`config.mk`:
```
export PLATFORM = sky130hd
export DESIGN_NAME = awsc_top
export DESIGN_NICKNAME = d
export VERILOG_FILES = /design/src/shared/awsc_pkg.sv /design/src/verilog/awsc_decode.sv /design/src/verilog/awsc_top.sv
export SDC_FILE = /design/constraint.sdc
export NUM_CORES = 1
export LEC_CHECK = 0
export BUFFER_PORTS_ARGS = -buffer_cell sky130_fd_sc_hd__buf_2
export CAP_MARGIN = 20
export CORE_ASPECT_RATIO = 0.6
export CORE_MARGIN = 5
export CORE_UTILIZATION = 29
export CTS_BUF_LIST = sky130_fd_sc_hd__clkbuf_8
export DETAILED_ROUTE_END_ITERATION = 6
export GPL_ROUTABILITY_DRIVEN = 0
export PLACE_DENSITY_LB_ADDON = 0.1
export SYNTH_ARGS = -nofsm -noshare
export SYNTH_HDL_FRONTEND = slang
export SYNTH_SLANG_ARGS = --single-unit
```
`constraint.sdc`:
```
create_clock -name core_clk -period 2.69 [get_ports core_clk]
set_input_delay 0.6725 -clock core_clk [delete_from_list [all_inputs] [get_ports core_clk]]
set_output_delay 0.6725 -clock core_clk [all_outputs]
set_load 0.1 [all_outputs]
```
`src/shared/awsc_pkg.sv`:
```
// Constants and types for the area wait state control block
package awsc_pkg;

  // ************************************************************
  // Register offsets (byte addresses on the register bus)
  // ************************************************************
  localparam logic [7:0] AWSC_OFS_WAIT   = 8'h00;
  localparam logic [7:0] AWSC_OFS_MODE   = 8'h04;
  localparam logic [7:0] AWSC_OFS_STATUS = 8'h08;

  // ************************************************************
  // Field positions and reset values
  // ************************************************************
  localparam int AWSC_A1_LSB = 6;   // area1_wait_field at 8:6
  localparam int AWSC_A2_LSB = 9;   // area2_wait_field at 11:9
  localparam int AWSC_A3_LSB = 13;  // area3_wait_field at 15:13
  localparam logic [31:0] AWSC_WAIT_RST  = 32'h0000efc0;
  localparam logic [31:0] AWSC_WAIT_MASK = 32'h0000efc0;
  localparam logic [31:0] AWSC_MODE_RST  = 32'h00000000;
  localparam logic [31:0] AWSC_MODE_MASK = 32'h0000013d;
  localparam int AWSC_MODE_RASDN = 8;  // Row address held down mode
  localparam int AWSC_STAT_ERR   = 8;  // Sticky prohibited code flag

  // ************************************************************
  // Interface type codes and engine states
  // ************************************************************
  typedef enum logic [1:0] {
    AWSC_IF_SRAM  = 2'b00,
    AWSC_IF_MPX   = 2'b01,
    AWSC_IF_DRAM  = 2'b10,
    AWSC_IF_SDRAM = 2'b11
  } awsc_if_e;

  typedef enum logic [0:0] {
    AWSC_ST_IDLE  = 1'b0,
    AWSC_ST_COUNT = 1'b1
  } awsc_state_e;

  // Step by which the access engine counts its wait cycle counter down
  localparam logic [4:0] AWSC_ONE = 5'h01;

endpackage

```
`src/verilog/awsc_decode.sv`:
```
// Decoder from a 3-bit wait field to a cycle count and ready usage
module awsc_decode
  import awsc_pkg::*;
(
  // Configuration of the selected area
  input  wire logic [2:0]        field,
  input  wire awsc_pkg::awsc_if_e itype,
  input  wire logic              rasdn,
  // Access attributes
  input  wire logic              is_write,
  input  wire logic              later,
  // Decoded result
  output logic [4:0]             count,
  output logic                   honour,
  output logic                   strobe,
  output logic                   prohibited
);

  // ************************************************************
  // Look-up of the documented code tables
  // ************************************************************
  logic [4:0] sram_waits;
  logic [4:0] mpx_waits;
  logic       sdram_bad;

  // Eight-value first cycle wait table
  always_comb begin
    case (field)
      3'h0: sram_waits = 5'h00;
      3'h1: sram_waits = 5'h01;
      3'h2: sram_waits = 5'h02;
      3'h3: sram_waits = 5'h03;
      3'h4: sram_waits = 5'h06;
      3'h5: sram_waits = 5'h09;
      3'h6: sram_waits = 5'h0c;
      default: sram_waits = 5'h0f;
    endcase
  end

  // Multiplexed bus waits: low bits for first data, top bit for later
  assign mpx_waits = later ? {4'h0, field[2]} :
                     (!is_write && field[1:0] == 2'h0) ? 5'h01 :
                     {3'h0, field[1:0]};

  // Latency codes 0, 6, 7 barred; 1, 4, 5 barred in row held down mode
  assign sdram_bad = (field == 3'h0) || (field > 3'h5) ||
                     (rasdn && (field == 3'h1 || field == 3'h4 ||
                                field == 3'h5));

  // Selection by interface type
  always_comb begin
    count      = sram_waits;
    honour     = (field != 3'h0);
    strobe     = 1'b0;
    prohibited = 1'b0;
    case (itype)
      AWSC_IF_MPX: begin
        count  = mpx_waits;
        honour = 1'b1;
      end
      AWSC_IF_DRAM: begin
        count  = sram_waits;  // Width minus one: 1,2,3,4,7,10,13,16
        honour = 1'b0;
        strobe = 1'b1;
      end
      AWSC_IF_SDRAM: begin
        count      = sdram_bad ? 5'h00 : {2'h0, field};
        honour     = 1'b0;
        prohibited = sdram_bad;
      end
      default: begin
        count  = sram_waits;
        honour = (field != 3'h0);
      end
    endcase
  end

endmodule // awsc_decode

```
`src/verilog/awsc_top.sv`:
```
// Wait state control for external areas 1 to 3 with a Wishbone slave
//
// The Wishbone slave port and the address map are this design's own decisions.
module awsc_top
  import awsc_pkg::*;
(
  // Clock and reset
  input  wire logic        core_clk,
  input  wire logic        resetn,
  // Wishbone slave
  input  wire logic        wb_cyc_i,
  input  wire logic        wb_stb_i,
  input  wire logic        wb_we_i,
  input  wire logic [7:0]  wb_adr_i,
  input  wire logic [3:0]  wb_sel_i,
  input  wire logic [31:0] wb_dat_i,
  output logic      [31:0] wb_dat_o,
  output logic             wb_ack_o,
  // Access request from the bus controller
  input  wire logic        acc_start,
  input  wire logic [1:0]  acc_area,
  input  wire logic        acc_write,
  input  wire logic        acc_later,
  // External memory side
  input  wire logic        ext_ready,
  output logic             acc_busy,
  output logic             acc_done,
  output logic             acc_strobe
);

  // ************************************************************
  // Register state
  // ************************************************************
  logic [31:0] wait_reg, wait_next;
  logic [31:0] mode_reg, mode_next;
  logic        err_reg, err_next;
  logic        ack_reg;
  logic [31:0] dat_reg;

  // ************************************************************
  // Bus decode
  // ************************************************************
  wire logic        bus_req  = wb_cyc_i && wb_stb_i && !ack_reg;
  wire logic        bus_wr   = bus_req && wb_we_i;
  wire logic        hit_wait = (wb_adr_i == AWSC_OFS_WAIT);
  wire logic        hit_mode = (wb_adr_i == AWSC_OFS_MODE);
  wire logic        hit_stat = (wb_adr_i == AWSC_OFS_STATUS);
  wire logic [31:0] sel_mask;

  // Byte lane mask from the select lines
  genvar gi;
  generate
    for (gi = 0; gi < 4; gi++) begin : g_lane
      assign sel_mask[gi*8 +: 8] = {8{wb_sel_i[gi]}};
    end
  endgenerate

  // Masked merge of write data into a register
  function automatic logic [31:0] awsc_merge(input logic [31:0] old,
                                             input logic [31:0] wd,
                                             input logic [31:0] lane,
                                             input logic [31:0] keep);
    awsc_merge = ((old & ~lane) | (wd & lane)) & keep;
  endfunction

  // ************************************************************
  // Per area fields and effective types
  // ************************************************************
  logic [2:0] area_field [1:3];
  awsc_if_e   area_type  [1:3];
  wire logic  rasdn = mode_reg[AWSC_MODE_RASDN];

  // Field slices; area 1 only knows SRAM or multiplexed
  assign area_field[1] = wait_reg[AWSC_A1_LSB +: 3];
  assign area_field[2] = wait_reg[AWSC_A2_LSB +: 3];
  assign area_field[3] = wait_reg[AWSC_A3_LSB +: 3];
  assign area_type[1]  = awsc_if_e'({1'b0, mode_reg[0]});
  assign area_type[2]  = (mode_reg[3:2] == AWSC_IF_DRAM) ? AWSC_IF_SRAM :
                         awsc_if_e'(mode_reg[3:2]);
  assign area_type[3]  = awsc_if_e'(mode_reg[5:4]);

  // Selected area; area 0 falls outside this block
  wire logic       area_ok  = (acc_area != 2'h0);
  wire logic [2:0] sel_fld  = area_ok ? area_field[acc_area] : 3'h0;
  wire awsc_if_e   sel_type = area_ok ? area_type[acc_area] : AWSC_IF_SRAM;

  logic [4:0] dec_count;
  logic       dec_honour;
  logic       dec_strobe;
  logic       dec_bad;

  // Table decode of the selected area
  awsc_decode u_decode (
    .field      (sel_fld),
    .itype      (sel_type),
    .rasdn      (rasdn),
    .is_write   (acc_write),
    .later      (acc_later),
    .count      (dec_count),
    .honour     (dec_honour),
    .strobe     (dec_strobe),
    .prohibited (dec_bad)
  );

  // ************************************************************
  // Access engine
  // ************************************************************
  awsc_state_e state_reg, state_next;
  logic [4:0]  cnt_reg, cnt_next;
  logic        honour_reg, honour_next;
  logic        strobe_reg, strobe_next;
  logic        done_next;

  wire logic take   = (state_reg == AWSC_ST_IDLE) && acc_start;
  wire logic finish = (state_reg == AWSC_ST_COUNT) && (cnt_reg == 5'h00) &&
                      (!honour_reg || ext_ready);
  wire logic set_err = take && area_ok && dec_bad;

  // Next state: the config is latched only when an access starts
  always_comb begin
    state_next  = state_reg;
    cnt_next    = cnt_reg;
    honour_next = honour_reg;
    strobe_next = strobe_reg;
    done_next   = 1'b0;
    case (state_reg)
      AWSC_ST_IDLE: begin
        if (take) begin
          state_next  = AWSC_ST_COUNT;
          cnt_next    = dec_count;
          honour_next = area_ok && dec_honour;
          strobe_next = area_ok && dec_strobe;
        end
      end
      AWSC_ST_COUNT: begin
        if (cnt_reg != 5'h00) begin
          cnt_next = cnt_reg - AWSC_ONE;
        end else if (finish) begin
          state_next  = AWSC_ST_IDLE;
          strobe_next = 1'b0;
          done_next   = 1'b1;
        end
      end
      default: begin
        state_next = AWSC_ST_IDLE;
      end
    endcase
  end

  // Engine flops
  always_ff @(posedge core_clk or negedge resetn) begin
    if (!resetn) begin
      state_reg  <= AWSC_ST_IDLE;
      cnt_reg    <= 5'h00;
      honour_reg <= 1'b0;
      strobe_reg <= 1'b0;
      acc_done   <= 1'b0;
    end else begin
      state_reg  <= state_next;
      cnt_reg    <= cnt_next;
      honour_reg <= honour_next;
      strobe_reg <= strobe_next;
      acc_done   <= done_next;
    end
  end

  assign acc_busy   = (state_reg == AWSC_ST_COUNT);
  assign acc_strobe = strobe_reg;

  // ************************************************************
  // Register writes and status
  // ************************************************************
  wire logic clr_err = bus_wr && hit_stat && wb_sel_i[1] &&
                       wb_dat_i[AWSC_STAT_ERR];

  // Register next values; an error event wins over its clear
  assign wait_next = (bus_wr && hit_wait) ?
                     awsc_merge(wait_reg, wb_dat_i, sel_mask,
                                AWSC_WAIT_MASK) : wait_reg;
  assign mode_next = (bus_wr && hit_mode) ?
                     awsc_merge(mode_reg, wb_dat_i, sel_mask,
                                AWSC_MODE_MASK) : mode_reg;
  assign err_next  = set_err || (err_reg && !clr_err);

  wire logic [31:0] stat_word = {23'h0, err_reg, cnt_reg, state_reg,
                                 strobe_reg, honour_reg};
  wire logic [31:0] rd_word   = hit_wait ? wait_reg :
                                hit_mode ? mode_reg :
                                hit_stat ? stat_word : 32'h00000000;

  // Register flops and bus answer one cycle after the request
  always_ff @(posedge core_clk or negedge resetn) begin
    if (!resetn) begin
      wait_reg <= AWSC_WAIT_RST;
      mode_reg <= AWSC_MODE_RST;
      err_reg  <= 1'b0;
      ack_reg  <= 1'b0;
      dat_reg  <= 32'h00000000;
    end else begin
      wait_reg <= wait_next;
      mode_reg <= mode_next;
      err_reg  <= err_next;
      ack_reg  <= bus_req;
      dat_reg  <= bus_req ? rd_word : dat_reg;
    end
  end

  assign wb_ack_o = ack_reg;
  assign wb_dat_o = dat_reg;

endmodule // awsc_top

```
After elaboration in Yosys (flattened, before gate mapping)
Index checks and enable logic that the tools add are counted.
{ "word_totals": {"input_bits": 55, "romBits": 0, "mem_bits_rw": 0, "latch_bits": 0, "word_cells": 110, "register_bits": 58, "out_inout_bits": 36, "memories": 0} }
{ "op_classes": {"n_eq_ne": 16, "reduce_logical": 39, "shifts": 0, "n_mux": 34, "n_mul": 0, "div": 0, "addsub": 1, "n_bitwise": 8, "n_lt_le_gt_ge": 2} }
{ "op_table": {"columns": ["cell", "n"], "rows": [
  ["AND 16 bit", 2],
  ["one-hot mux 4 bit (7 select lines)", 1],
  ["one-hot mux 5 bit (2 select lines)", 2],
  ["logical AND 1 bit", 18],
  ["two-way mux 9 bit", 2],
  ["two-way mux 16 bit", 1],
  ["inverter 16 bit", 1],
  ["OR 16 bit", 1],
  ["two-way mux 5 bit", 3],
  ["two-way mux 3 bit", 4],
  ["two-way mux 1 bit", 11],
  ["two-way mux 2 bit", 5],
  ["AND 9 bit", 1],
  ["== test 3 bit (second input constant)", 3],
  ["OR 9 bit", 1],
  ["== test 8 x 3 -> 1 bit (second input constant)", 1],
  ["== test 8 x 4 -> 1 bit (second input constant)", 1],
  ["logical NOT 8 bit", 1],
  ["binary-select mux 3 bit (select 2 bit)", 1],
  ["== test 2 bit (second input constant)", 3],
  ["== test 3 x 2 -> 1 bit (second input constant)", 2],
  ["logical OR 1 bit", 6],
  ["one-hot mux 1 bit (2 select lines)", 3],
  ["logical NOT 5 bit", 1],
  ["other kinds (19)", 25]
]} }

Longest topological paths before layout
Gate-level depths: netlist (run 1).
{ "depth": {"ltp_word": 14, "mapped_depth": 7, "depth_no_buf": 7} }

By module
Synthesis (run 1) repeated with hierarchy kept, for this count alone.
{ "unflattened": {"hier_cells": 215, "hier_area_um2": 2272.2} }
{ "modules_own_cells": {"columns": ["module", "seq_area_each_um2", "area_per_inst_um2", "n_inst", "cells_per_inst"], "rows": [
  ["awsc_top", 1037.2, 2113.3, 1, 187],
  ["awsc_decode", 0.0, 158.9, 1, 28]
]} }

Least setup slack after synthesis (run 1)
No wires, ideal clock.
{ "synth_path": {"path_type": "register to register", "from": "register ack_reg (netlist: wb_ack_o)", "to": "register (tool-made name)", "stages_incl_launch_ff": 7, "arrival_time_ps": 2086, "setup_ps": 82, "path_slack_ps": 522, "n_path_buf": 1, "period_less_slack_ps": 2168, "cell_sequence": "dfrtp_1 > nand3b_4 > inv_1 > nand3_2 > or4_1 > buf_6 > mux2_4"} }
{ "synth_lines": {"columns": ["element", "line_no", "source"], "rows": [
  ["start, declared", "awsc_top.sv:37", "logic ack_reg;"],
  ["start signal, assigned", "awsc_top.sv:203", "ack_reg <= bus_req;"]
]} }

Final worst setup path (run 1)
{ "layout_path": {"from": "input port acc_area[1]", "to": "register cnt_reg[1]"} }
{ "layout_via": {"elab_chain_cells": 14} }
{ "layout_rtl": {"columns": ["element", "line_no", "source"], "rows": [
  ["start, declared", "awsc_top.sv:21", "input wire logic [1:0] acc_area,"],
  ["branches (longest 11 deep; another with > comparator 3 bit)", null, null],
  ["one-hot mux 5 bit (2 select lines) (*)", "awsc_decode.sv:56", "case (itype)"],
  ["two-way mux 5 bit (*)", "awsc_top.sv:128", "if (take) begin"],
  ["one-hot mux 5 bit (2 select lines) (*)", "awsc_top.sv:126", "case (state_reg)"],
  ["end signal, assigned", "awsc_top.sv:160", "cnt_reg <= cnt_next;"],
  ["end, declared", "awsc_top.sv:109", "logic [4:0] cnt_reg, cnt_next;"]
]} }
Mark *: on every way between the ends. The select of a mux whose other input is x is not followed.
A chain may end at the register's enable or synchronous reset.

==> metrics.yaml, run 1 <==
status:
  status: "finished, final reports clean"
die:
  row_count: 25
  chipWidth_um: 126
  die_area_mm2: 0.0100
  floorplan.core_area_mm2: 0.00785
  dieHeight_um: 79.5
  floorplan.io_pins: 91
  initial_utilization_pct: 29.8
global_routing:
  grt.total_usage_pct: 12.9
  grt_antenna_before_repair: 0
  grt_start_max_net_pins: 22
  grt.overflow.total: 0
  grt_pass1_wl_mm: 10.1
  vias_in_the_first_global_route: 1848
worst_setup_path:
  worstSetupEndpointType: "flip-flop"
  timing_worst_setup_path_type: "primary input to flip-flop"
  worstPathBufferInverterCount: 1
  critical_path_arrival_ps: 2300
  slowest_stage: "sky130_fd_sc_hd__mux2_2"
  path_max_fanout: 14
  critPathLaunchType: "primary input"
  crit_chain: "buf_2 > mux2_2 > a22o_1 > and2b_1 > a21o_1 > o221a_2"
  critical-path-max-stage-delay_ps: 380
  crit_family: "compound AO/OA/AOI/OAI gates"
  worst-endpoint-required_ps: 2880
synth:
  yosys.cell_types.count: 45
  largest_family_of_logic_cells_by_synthesized_area: "simple AND/OR/NAND/NOR gates"
  postSynth.topFlopCell: "sky130_fd_sc_hd__dfrtp_1"
  synth-xor-area-share_pct: 0
  synth-compound-area-share_pct: 15.9
  async_flop_share_pct: 100
  yosysSeqAreaShare_pct: 44.4
  synth_simple_gate_area_share_pct: 17.3
  synth-edff-count: 0
  ys_seq_elements: 41
  synth.area.mux_share_pct: 12.4
  synth_cells: 229
  yosys_warnings: 0
  synth.cell_area_mm2: 0.00234
  post_synth_fa_ha_maj_area_fraction_pct: 1.07
  post_synth.cell_area_avg_um2: 10.2
route:
  via_count: 1799
  post-route-drc-count: 0
  postRouteWirelength_mm: 6.16
  dr.first_iter.drc_count: 134
  ant_nets: 0
  route.detailed.wl_per_inst_um: 15.7
  drt-vias-per-instance: 4.59
  detail_route.first_pass.iterations: 4
timing:
  finalCritPeriodShare_pct: 78.5
  setup_viol: 0
  finalWorstPathRequiredPeriod_ps: 2110
  worstMarginPinSlew_ps: 610
  relSlewSlack_pct: 59.3
  setup_repair_after_global_routing_missed_its_margin: "false"
  slew_violations: 0
  achievable-frequency_mhz: 473
  finClkSkew_ps: 8.31
  final-hold-violation-count: 0
  setup-tns-final_ps: 0
placed_design:
  total_half_perimeter_wirelength_after_legalization_and_detailed_placement_mm: 4.89
  detailed_place.area_mm2: 0.00267
  port_buffers: 53
power:
  cellPowerDensity_mw_per_mm2: 619
  vdd_drop_max_v: 0.000163
  total_power_mw: 1.70
  static_leakage_nw: 1.31
run:
  drv.max_cap_violation_count: 0
cts:
  cts_setup_buffers: 0
  clock_tree_from_tritoncts: "built"
  h-tree-depth: 2
  clock-root-buffer: "sky130_fd_sc_hd__clkbuf_8"
  hold_buffers: 0
  clock_latency_ps: 300
  cts-resized-gates: 0
  tritoncts.num_buffers: 5
  clock-sinks: 41
  path_clk_slew_ps: 90
  max_clock_buf_depth: 2
final_layout:
  area_growth_syn_to_layout_pct: 17.7
  most_common_cell_after_layout_fill_and_taps_aside: "sky130_fd_sc_hd__buf_2"
  number_of_diodes: 0
  stdcell_area_mm2: 0.00275
  fin_nets: 340
  mostFrequentLayoutCells: "sky130_fd_sc_hd__buf_2, sky130_fd_sc_hd__dfrtp_1, sky130_fd_sc_hd__nand2_1"
  final_layout_size_suffix_gt1_share_pct: 36.3
hold_path:
  hp-class: "primary input to asynchronous set/reset pin"
## per-layer routing
layer,up-vias,track usage [%],share of wire [%]
met1,847,20.2,56
met2,46,16.7,38
met4,0,2.57,0.63
met3,5,4.34,6.2
li1,901,-,-
met5,-,0,0
## area by class of cell
class	count	area, um^2
inverters	5	18.8
multi-input cells	170	1160
repair buffers	60	318
well taps	108	135
flip-flops and latches	41	1040
clock buffers	5	68.8
clock inverters	3	17.5
fillers	835	5100
## logic make-up (layout without fill, tap and decap cells)
family	count (synthesis)	after routing
AND/OR/NAND/NOR	75	75
multiplexers	26	26
adder cells (fa/ha/maj)	2	2
AO/OA/AOI/OAI	50	50
flip-flops	41	41
buffers and inverters	34	73
other	1	17
## path summary, 6_finish.rpt
| check | startpoint | to | slack, ps | cells after the start |
|---|---|---|---|---|
| worst max register to register | cnt_reg[0] | cnt_reg[0] | 770 | 7 |
| worst min register to register | wb_dat_o[0] | wb_dat_o[0] | 480 | 2 |
| min in group core_clk | wb_dat_o[0] | wb_dat_o[0] | 480 | 2 |
| worst max-delay path | acc_area[1] | cnt_reg[1] | 580 | 6 |
| worst min-delay path | resetn | wb_dat_o[0] | 320 | 1 |
| max in group asynchronous | resetn | asynchronous set/reset pin | 1730 | 2 |
## cell usage after synthesis (5+ instances only)
library cell,n,area share (%)
sky130_fd_sc_hd__dfrtp_1,32,34
sky130_fd_sc_hd__nand2_1,27,4.3
sky130_fd_sc_hd__buf_4,18,5.8
sky130_fd_sc_hd__mux2_2,17,8.2
sky130_fd_sc_hd__nor2_1,14,2.2
sky130_fd_sc_hd__o31ai_1,10,3.2
sky130_fd_sc_hd__clkbuf_1,9,1.4
sky130_fd_sc_hd__dfstp_2,9,10
sky130_fd_sc_hd__a22o_1,8,3.0
sky130_fd_sc_hd__mux2i_1,7,3.0
sky130_fd_sc_hd__a21oi_1,6,1.3
sky130_fd_sc_hd__a22oi_1,6,1.9
sky130_fd_sc_hd__o21ai_0,6,1.3
sky130_fd_sc_hd__inv_1,5,0.80
sky130_fd_sc_hd__nand3_1,5,1.1
sky130_fd_sc_hd__nor2b_1,5,1.3
## where the power goes
group | total [mW] | internal [mW] | switching, mW | leakage (nW)
clock network | 0.402 | 0.179 | 0.222 | 0.0439
logic | 0.541 | 0.167 | 0.374 | 0.747
registers | 0.761 | 0.671 | 0.0891 | 0.524
## per-stage QoR
stage	setup WS, ps	util (%)	hold slack [ps]	instances
floorplan	522	-	377	245
global placement	272	33.9	458	384
detailed placement	272	33.9	463	384
CTS	571	35.0	333	392
global route	478	35.0	356	392
finish	578	35.0	325	392
Note: power is estimated with default switching activity, not from simulation.
==> run 2, diff against run 1 <==
==> constraint.sdc (replaced) <==
create_clock -name core_clk -period 2.19 [get_ports core_clk]
set_input_delay 0.5475 -clock core_clk [delete_from_list [all_inputs] [get_ports core_clk]]
set_output_delay 0.5475 -clock core_clk [all_outputs]
set_load 0.1 [all_outputs]
==> metrics.yaml, run 2 (same netlist as run 1, synthesis figures left out) <==
placed_design:
  pre_cts_ws_ps: 63.9  # was 272 ps
  port_buffers: 53  # unchanged
  total_half_perimeter_wirelength_after_legalization_and_detailed_placement_mm: 5.03  # was 4.89 mm
final_layout:
  num-fill-cells: 804  # was 835
  final_layout_size_suffix_gt1_share_pct: 38.4  # was 36.3%
  number_of_diodes: 0  # unchanged
  fin_nets: 350  # was 340
  register_area_mm2: 0.00104  # unchanged
  multi_input_area_mm2: 0.00116  # unchanged
  most_common_cell_after_layout_fill_and_taps_aside: "sky130_fd_sc_hd__buf_2"  # unchanged
  mostFrequentLayoutCells: "sky130_fd_sc_hd__buf_2, sky130_fd_sc_hd__dfrtp_1, sky130_fd_sc_hd__nand2_1"  # unchanged
  area_growth_syn_to_layout_pct: 23.4  # was 17.7%
timing:
  achievable-frequency_mhz: 525
  relSlewSlack_pct: 62.4  # was 59.3%
  setup_viol: 0  # unchanged
  finClkSkew_ps: 8.83  # was 8.31 ps
  final-hold-violation-count: 0  # unchanged
  finalCritPeriodShare_pct: 86.9
  setup_repair_after_global_routing_missed_its_margin: "false"  # unchanged
  worstMarginPinSlew_ps: 563  # was 610 ps
  slew_violations: 0  # unchanged
  timing.final.ws_setup_ps: 286  # was 578 ps
  finalWorstPathRequiredPeriod_ps: 1900
  setup-tns-final_ps: 0  # unchanged
worst_setup_path:
  setup.worst_path.end: "cnt_reg[0]"  # was cnt_reg[1]
  path_common_cell: "sky130_fd_sc_hd__a21oi_1"
  worstPathBufferInverterCount: 1  # unchanged
  worstSetupStartpoint: "cnt_reg[0]"  # was acc_area[1]
  timing.rr.start: "cnt_reg[0]"  # unchanged
  worst-endpoint-required_ps: 2370  # was 2880 ps
  reg2reg_to: "cnt_reg[0]"  # unchanged
  slowest_stage: "sky130_fd_sc_hd__or3b_2"  # was sky130_fd_sc_hd__mux2_2
  path_max_fanout: 5  # was 14
  critPathLaunchType: "flip-flop"  # was primary input
  critical-path-max-stage-delay_ps: 470  # was 380 ps
  r2r_cells: 7  # unchanged
  timing_worst_setup_path_type: "flip-flop to flip-flop"  # was primary input to flip-flop
  crit_family: "simple AND/OR/NAND/NOR gates"  # was compound AO/OA/AOI/OAI gates
  crit_chain: "inv_1 > ha_1 > or3b_2 > nor2_1 > a21oi_1 > o21ai_0 > a21oi_1"  # was buf_2 > mux2_2 > a22o_1 > and2b_1 > a21o_1 > o221a_2
  worstSetupEndpointType: "flip-flop"  # unchanged
  setup.reg_to_reg.worst_slack_ps: 290  # was 770 ps
  worstSetupPathDepth: 7  # was 6
  critical_path_arrival_ps: 2080  # was 2300 ps
global_routing:
  grt.overflow.total: 0  # unchanged
  grt_antenna_before_repair: 0  # unchanged
  grt_pass1_wl_mm: 10.3  # was 10.1 mm
  grt_start_max_net_pins: 24  # was 22
  vias_in_the_first_global_route: 1881  # was 1848
  grt.total_usage_pct: 13.1  # was 12.9%
die:
  die_area_mm2: 0.0100  # unchanged
  initial_utilization_pct: 29.8  # unchanged
  floorplan.io_pins: 91  # unchanged
  dieHeight_um: 79.5  # unchanged
  row_count: 25  # unchanged
  chipWidth_um: 126  # unchanged
  floorplan.core_area_mm2: 0.00785  # unchanged
cts:
  clock-sinks: 41  # unchanged
  clock_tree_from_tritoncts: "built"  # unchanged
  max_clock_buf_depth: 2  # unchanged
  cts_setup_buffers: 0  # unchanged
  path_clk_slew_ps: 80  # was 90 ps
  tritoncts.num_buffers: 5  # unchanged
  clock_latency_ps: 300  # about the same
  hold_buffers: 0  # unchanged
  cts-resized-gates: 0  # unchanged
  clock-root-buffer: "sky130_fd_sc_hd__clkbuf_8"  # unchanged
  h-tree-depth: 2  # unchanged
status:
  status: "finished, final reports clean"  # unchanged
route:
  dr.first_iter.drc_count: 87  # was 134
  via_count: 1847  # was 1799
  route.detailed.wl_per_inst_um: 15.6  # was 15.7 um
  ant_nets: 0  # unchanged
  postRouteWirelength_mm: 6.29  # was 6.16 mm
  detail_route.first_pass.iterations: 4  # unchanged
  post-route-drc-count: 0  # unchanged
  drt-vias-per-instance: 4.59  # about the same
hold_path:
  hp-class: "primary input to asynchronous set/reset pin"  # unchanged
run:
  drv.max_cap_violation_count: 0  # unchanged
power:
  cellPowerDensity_mw_per_mm2: 791  # was 619 mW/mm^2
  static_leakage_nw: 1.39  # was 1.31 nW
  vdd_drop_max_v: 0.000210  # was 0.000163 V
[run 2: layout make-up]
class,count,area share [%]
Clock inverter,2,1.30
Clock buffer,6,2.86
Multi-Input combinational cell,170,40.1
Tap cell,108,4.68
Timing Repair Buffer,70,14.5
Inverter,5,0.650
Sequential cell,41,35.9
[run 2: worst min-delay path by stage]
stage,from,endpoint,slack (ps)
2_1_floorplan,resetn,asynchronous set/reset pin,250
3_3_place_gp,wb_dat_o[0],wb_dat_o[0],460
3_5_place_dp,wb_dat_o[0],wb_dat_o[0],460
4_1_cts,resetn,wb_dat_o[8],230
5_1_grt,resetn,wb_dat_o[8],260
6_report,resetn,wb_dat_o[8],220
[run 2: power by group]
group	switching [mW]	leakage, nW	internal (mW)	total, mW
Clock	0.281	0.0574	0.371	0.652
Sequential	0.0849	0.524	0.825	0.910
Combinational	0.497	0.806	0.224	0.720
Total	0.863	1.39	1.42	2.28
[run 2: routing by layer]
layer | vias to the layer above | track usage [%] | routed length (um)
met5 | - | 0 | 0
met4 | 0 | 2.89 | 46
met3 | 6 | 4.55 | 433
met2 | 52 | 16.9 | 2320
met1 | 867 | 20.2 | 3490
li1 | 922 | - | -
[run 2: per-stage QoR]
stage               cell area [um^2]  power, mW  util, %  cells  hold WS (ps)
finish                          2890       2.28     36.7    402           222
global route                    2890       2.42     36.7    402           264
floorplan                       2400       1.48        -    245           252
CTS                             2890       2.31     36.7    402           229
detailed placement              2770       1.64     35.2    394           462
global placement                2770       1.65     35.2    394           455
==> run 3, diff against run 2 <==
--- a/config.mk
+++ b/config.mk
@@ -13,7 +13,8 @@
 export CTS_BUF_LIST = sky130_fd_sc_hd__clkbuf_8
 export DETAILED_ROUTE_END_ITERATION = 6
 export GPL_ROUTABILITY_DRIVEN = 0
-export PLACE_DENSITY_LB_ADDON = 0.1
+export PLACE_DENSITY_LB_ADDON = 0.2
+export REMOVE_ABC_BUFFERS = 1
 export SYNTH_ARGS = -nofsm -noshare
 export SYNTH_HDL_FRONTEND = slang
 export SYNTH_SLANG_ARGS = --single-unit
==> metrics.yaml, run 3 (same netlist as run 1, synthesis figures left out) <==
cts:
  path_clk_slew_ps: 80  # about the same
  max_clock_buf_depth: 2  # unchanged
  clock_latency_ps: 310  # was 300 ps
  hold_buffers: 0  # unchanged
  clock_tree_from_tritoncts: "built"  # unchanged
  cts-resized-gates: 0  # unchanged
  cts_setup_buffers: 0  # unchanged
  clock-root-buffer: "sky130_fd_sc_hd__clkbuf_8"  # unchanged
  clock-sinks: 41  # unchanged
  h-tree-depth: 2  # unchanged
  tritoncts.num_buffers: 5  # unchanged
placed_design:
  total_half_perimeter_wirelength_after_legalization_and_detailed_placement_mm: 5.04  # was 5.03 mm
  port_buffers: 53  # unchanged
final_layout:
  area_growth_syn_to_layout_pct: 22.1  # was 23.4%
  num-fill-cells: 825  # was 804
  most_common_cell_after_layout_fill_and_taps_aside: "sky130_fd_sc_hd__buf_2"  # unchanged
  number_of_diodes: 0  # unchanged
  fin_nets: 349  # was 350
  finish.utilization_pct: 36.3  # was 36.7%
  final_layout_size_suffix_gt1_share_pct: 37.9  # was 38.4%
  mostFrequentLayoutCells: "sky130_fd_sc_hd__buf_2, sky130_fd_sc_hd__dfrtp_1, sky130_fd_sc_hd__nand2_1"  # unchanged
timing:
  finalWorstPathRequiredPeriod_ps: 1930  # was 1900 ps
  setup-tns-final_ps: 0  # unchanged
  setup_repair_after_global_routing_missed_its_margin: "false"  # unchanged
  setup_viol: 0  # unchanged
  final-hold-violation-count: 0  # unchanged
  finClkSkew_ps: 10.3  # was 8.83 ps
  fin_hold_ws_ps: 208  # was 222 ps
  slew_violations: 0  # unchanged
  worstMarginPinSlew_ps: 519  # was 563 ps
  finalCritPeriodShare_pct: 88.0  # was 86.9%
  achievable-frequency_mhz: 519  # was 525 MHz
  relSlewSlack_pct: 65.4  # was 62.4%
global_routing:
  vias_in_the_first_global_route: 1930  # was 1881
  grt_pass1_wl_mm: 10.2  # was 10.3 mm
  grt.overflow.total: 0  # unchanged
  grt_util_met1_pct: 20.4  # was 20.2%
  most_utilized_layer_in_the_global_route_result: "met1"  # unchanged
  met2_usage_pct: 16.1  # was 16.9%
  global_route.usage.met3_pct: 4.61  # was 4.55%
  grt.total_usage_pct: 13.1  # about the same
  grt_start_max_net_pins: 23  # was 24
  grt_antenna_before_repair: 0  # unchanged
worst_setup_path:
  critPathLaunchType: "flip-flop"  # unchanged
  path_max_fanout: 5  # unchanged
  worst-endpoint-required_ps: 2370  # about the same
  setup.reg_to_reg.worst_slack_ps: 260  # was 290 ps
  timing.rr.start: "cnt_reg[0]"  # unchanged
  critical_path_arrival_ps: 2100  # was 2080 ps
  worstSetupEndpointType: "flip-flop"  # unchanged
  r2r_cells: 7  # unchanged
  reg2reg_to: "cnt_reg[0]"  # unchanged
  timing_worst_setup_path_type: "flip-flop to flip-flop"  # unchanged
die:
  dieHeight_um: 79.5  # unchanged
  row_count: 25  # unchanged
  floorplan.core_area_mm2: 0.00785  # unchanged
  floorplan.io_pins: 91  # unchanged
  die_area_mm2: 0.0100  # unchanged
  chipWidth_um: 126  # unchanged
  initial_utilization_pct: 29.8  # unchanged
run:
  drv.max_cap_violation_count: 0  # unchanged
power:
  vdd_drop_max_v: 0.000206  # was 0.000210 V
  power_switching_share_pct: 38.2  # was 37.8%
  clockPowerShare_pct: 27.2  # was 28.6%
  power.share.sequential_pct: 40.6  # was 39.9%
  power.net_switching_uw: 852  # was 863 uW
  comb_power_share_pct: 32.2  # was 31.6%
  static_leakage_nw: 1.38  # was 1.39 nW
  internal_power_mw: 1.38  # was 1.42 mW
  cellPowerDensity_mw_per_mm2: 783  # was 791 mW/mm^2
route:
  dr.first_iter.drc_count: 81  # was 87
  ant_nets: 0  # unchanged
  route.detailed.wl_per_inst_um: 15.8  # was 15.6 um
  via_count: 1910  # was 1847
  drt-vias-per-instance: 4.76  # was 4.59
  post-route-drc-count: 0  # unchanged
  postRouteWirelength_mm: 6.35  # was 6.29 mm
  detail_route.first_pass.iterations: 4  # unchanged
status:
  status: "finished, final reports clean"  # unchanged
hold_path:
  hp-class: "primary input to asynchronous set/reset pin"  # unchanged
-- run 3: changes by cell type in the layout (fill, tap and decap cells not counted) --
cell                         previous run  this run
sky130_fd_sc_hd__buf_12                 2         1
sky130_fd_sc_hd__clkbuf_8               6         5
sky130_fd_sc_hd__clkinv_2               0         1
sky130_fd_sc_hd__clkinvlp_4             1         0
sky130_fd_sc_hd__inv_1                  5         6
-- run 3: final cells by class --
| cell class | instances | area (um^2) | area share (%) |
|---|---|---|---|
| clock buffer | 5 | 68.8 | 2.41 |
| clock inverter | 3 | 38.8 | 1.36 |
| inverter | 5 | 18.8 | 0.658 |
| multi-input combinational | 170 | 1160 | 40.5 |
| sequential | 41 | 1040 | 36.4 |
| tap | 108 | 135 | 4.74 |
| timing repair buffer | 69 | 398 | 13.9 |
-- run 3: through the flow --
| step | cell area, um^2 | worst slack (ps) | total power, mW | cells |
|---|---|---|---|---|
| 4_1_cts | 2850 | 297 | 2.25 | 401 |
| 3_3_place_gp | 2750 | 38.7 | 1.63 | 393 |
| 6_report | 2850 | 263 | 2.23 | 401 |
| 5_1_grt | 2850 | 150 | 2.36 | 401 |
| 3_5_place_dp | 2750 | 37.6 | 1.63 | 393 |
| 2_1_floorplan | 2210 | -166 | 1.43 | 216 |
-- run 3: per-layer routing --
metal  vias to the layer above  wire length [um]
met2                        61              2310
met1                       920              3460
met5                         -                 0
met3                        10               485
met4                         0                91
li1                        919                 -
-- run 3: power by group through the flow --
stage	clock (mW)	combinational (mW)	sequential (mW)
final	0.608	0.718	0.908
after global routing	0.659	0.788	0.918
after global placement	0	0.710	0.920
after detailed placement	0	0.712	0.920
after floorplan	0	0.414	1.02
after CTS	0.630	0.718	0.905
-- run 3: worst max-delay path, stage by stage, from the launching register on --
cell	delay [ps]
sky130_fd_sc_hd__dfrtp_1	430
sky130_fd_sc_hd__inv_1	100
sky130_fd_sc_hd__ha_1	180
sky130_fd_sc_hd__or3b_2	480
sky130_fd_sc_hd__nor2_1	150
sky130_fd_sc_hd__a21oi_1	180
sky130_fd_sc_hd__o21ai_0	220
sky130_fd_sc_hd__a21oi_1	60
-- run 3: worst max-delay path by stage --
stage,from,to,cells past startpoint
final,cnt_reg[0],cnt_reg[0],7
after CTS,cnt_reg[0],cnt_reg[0],7
after global placement,acc_area[1],cnt_reg[1],6
after detailed placement,acc_area[1],cnt_reg[1],6
after floorplan,wb_ack_o,flip-flop,5
after global routing,cnt_reg[0],acc_strobe,7
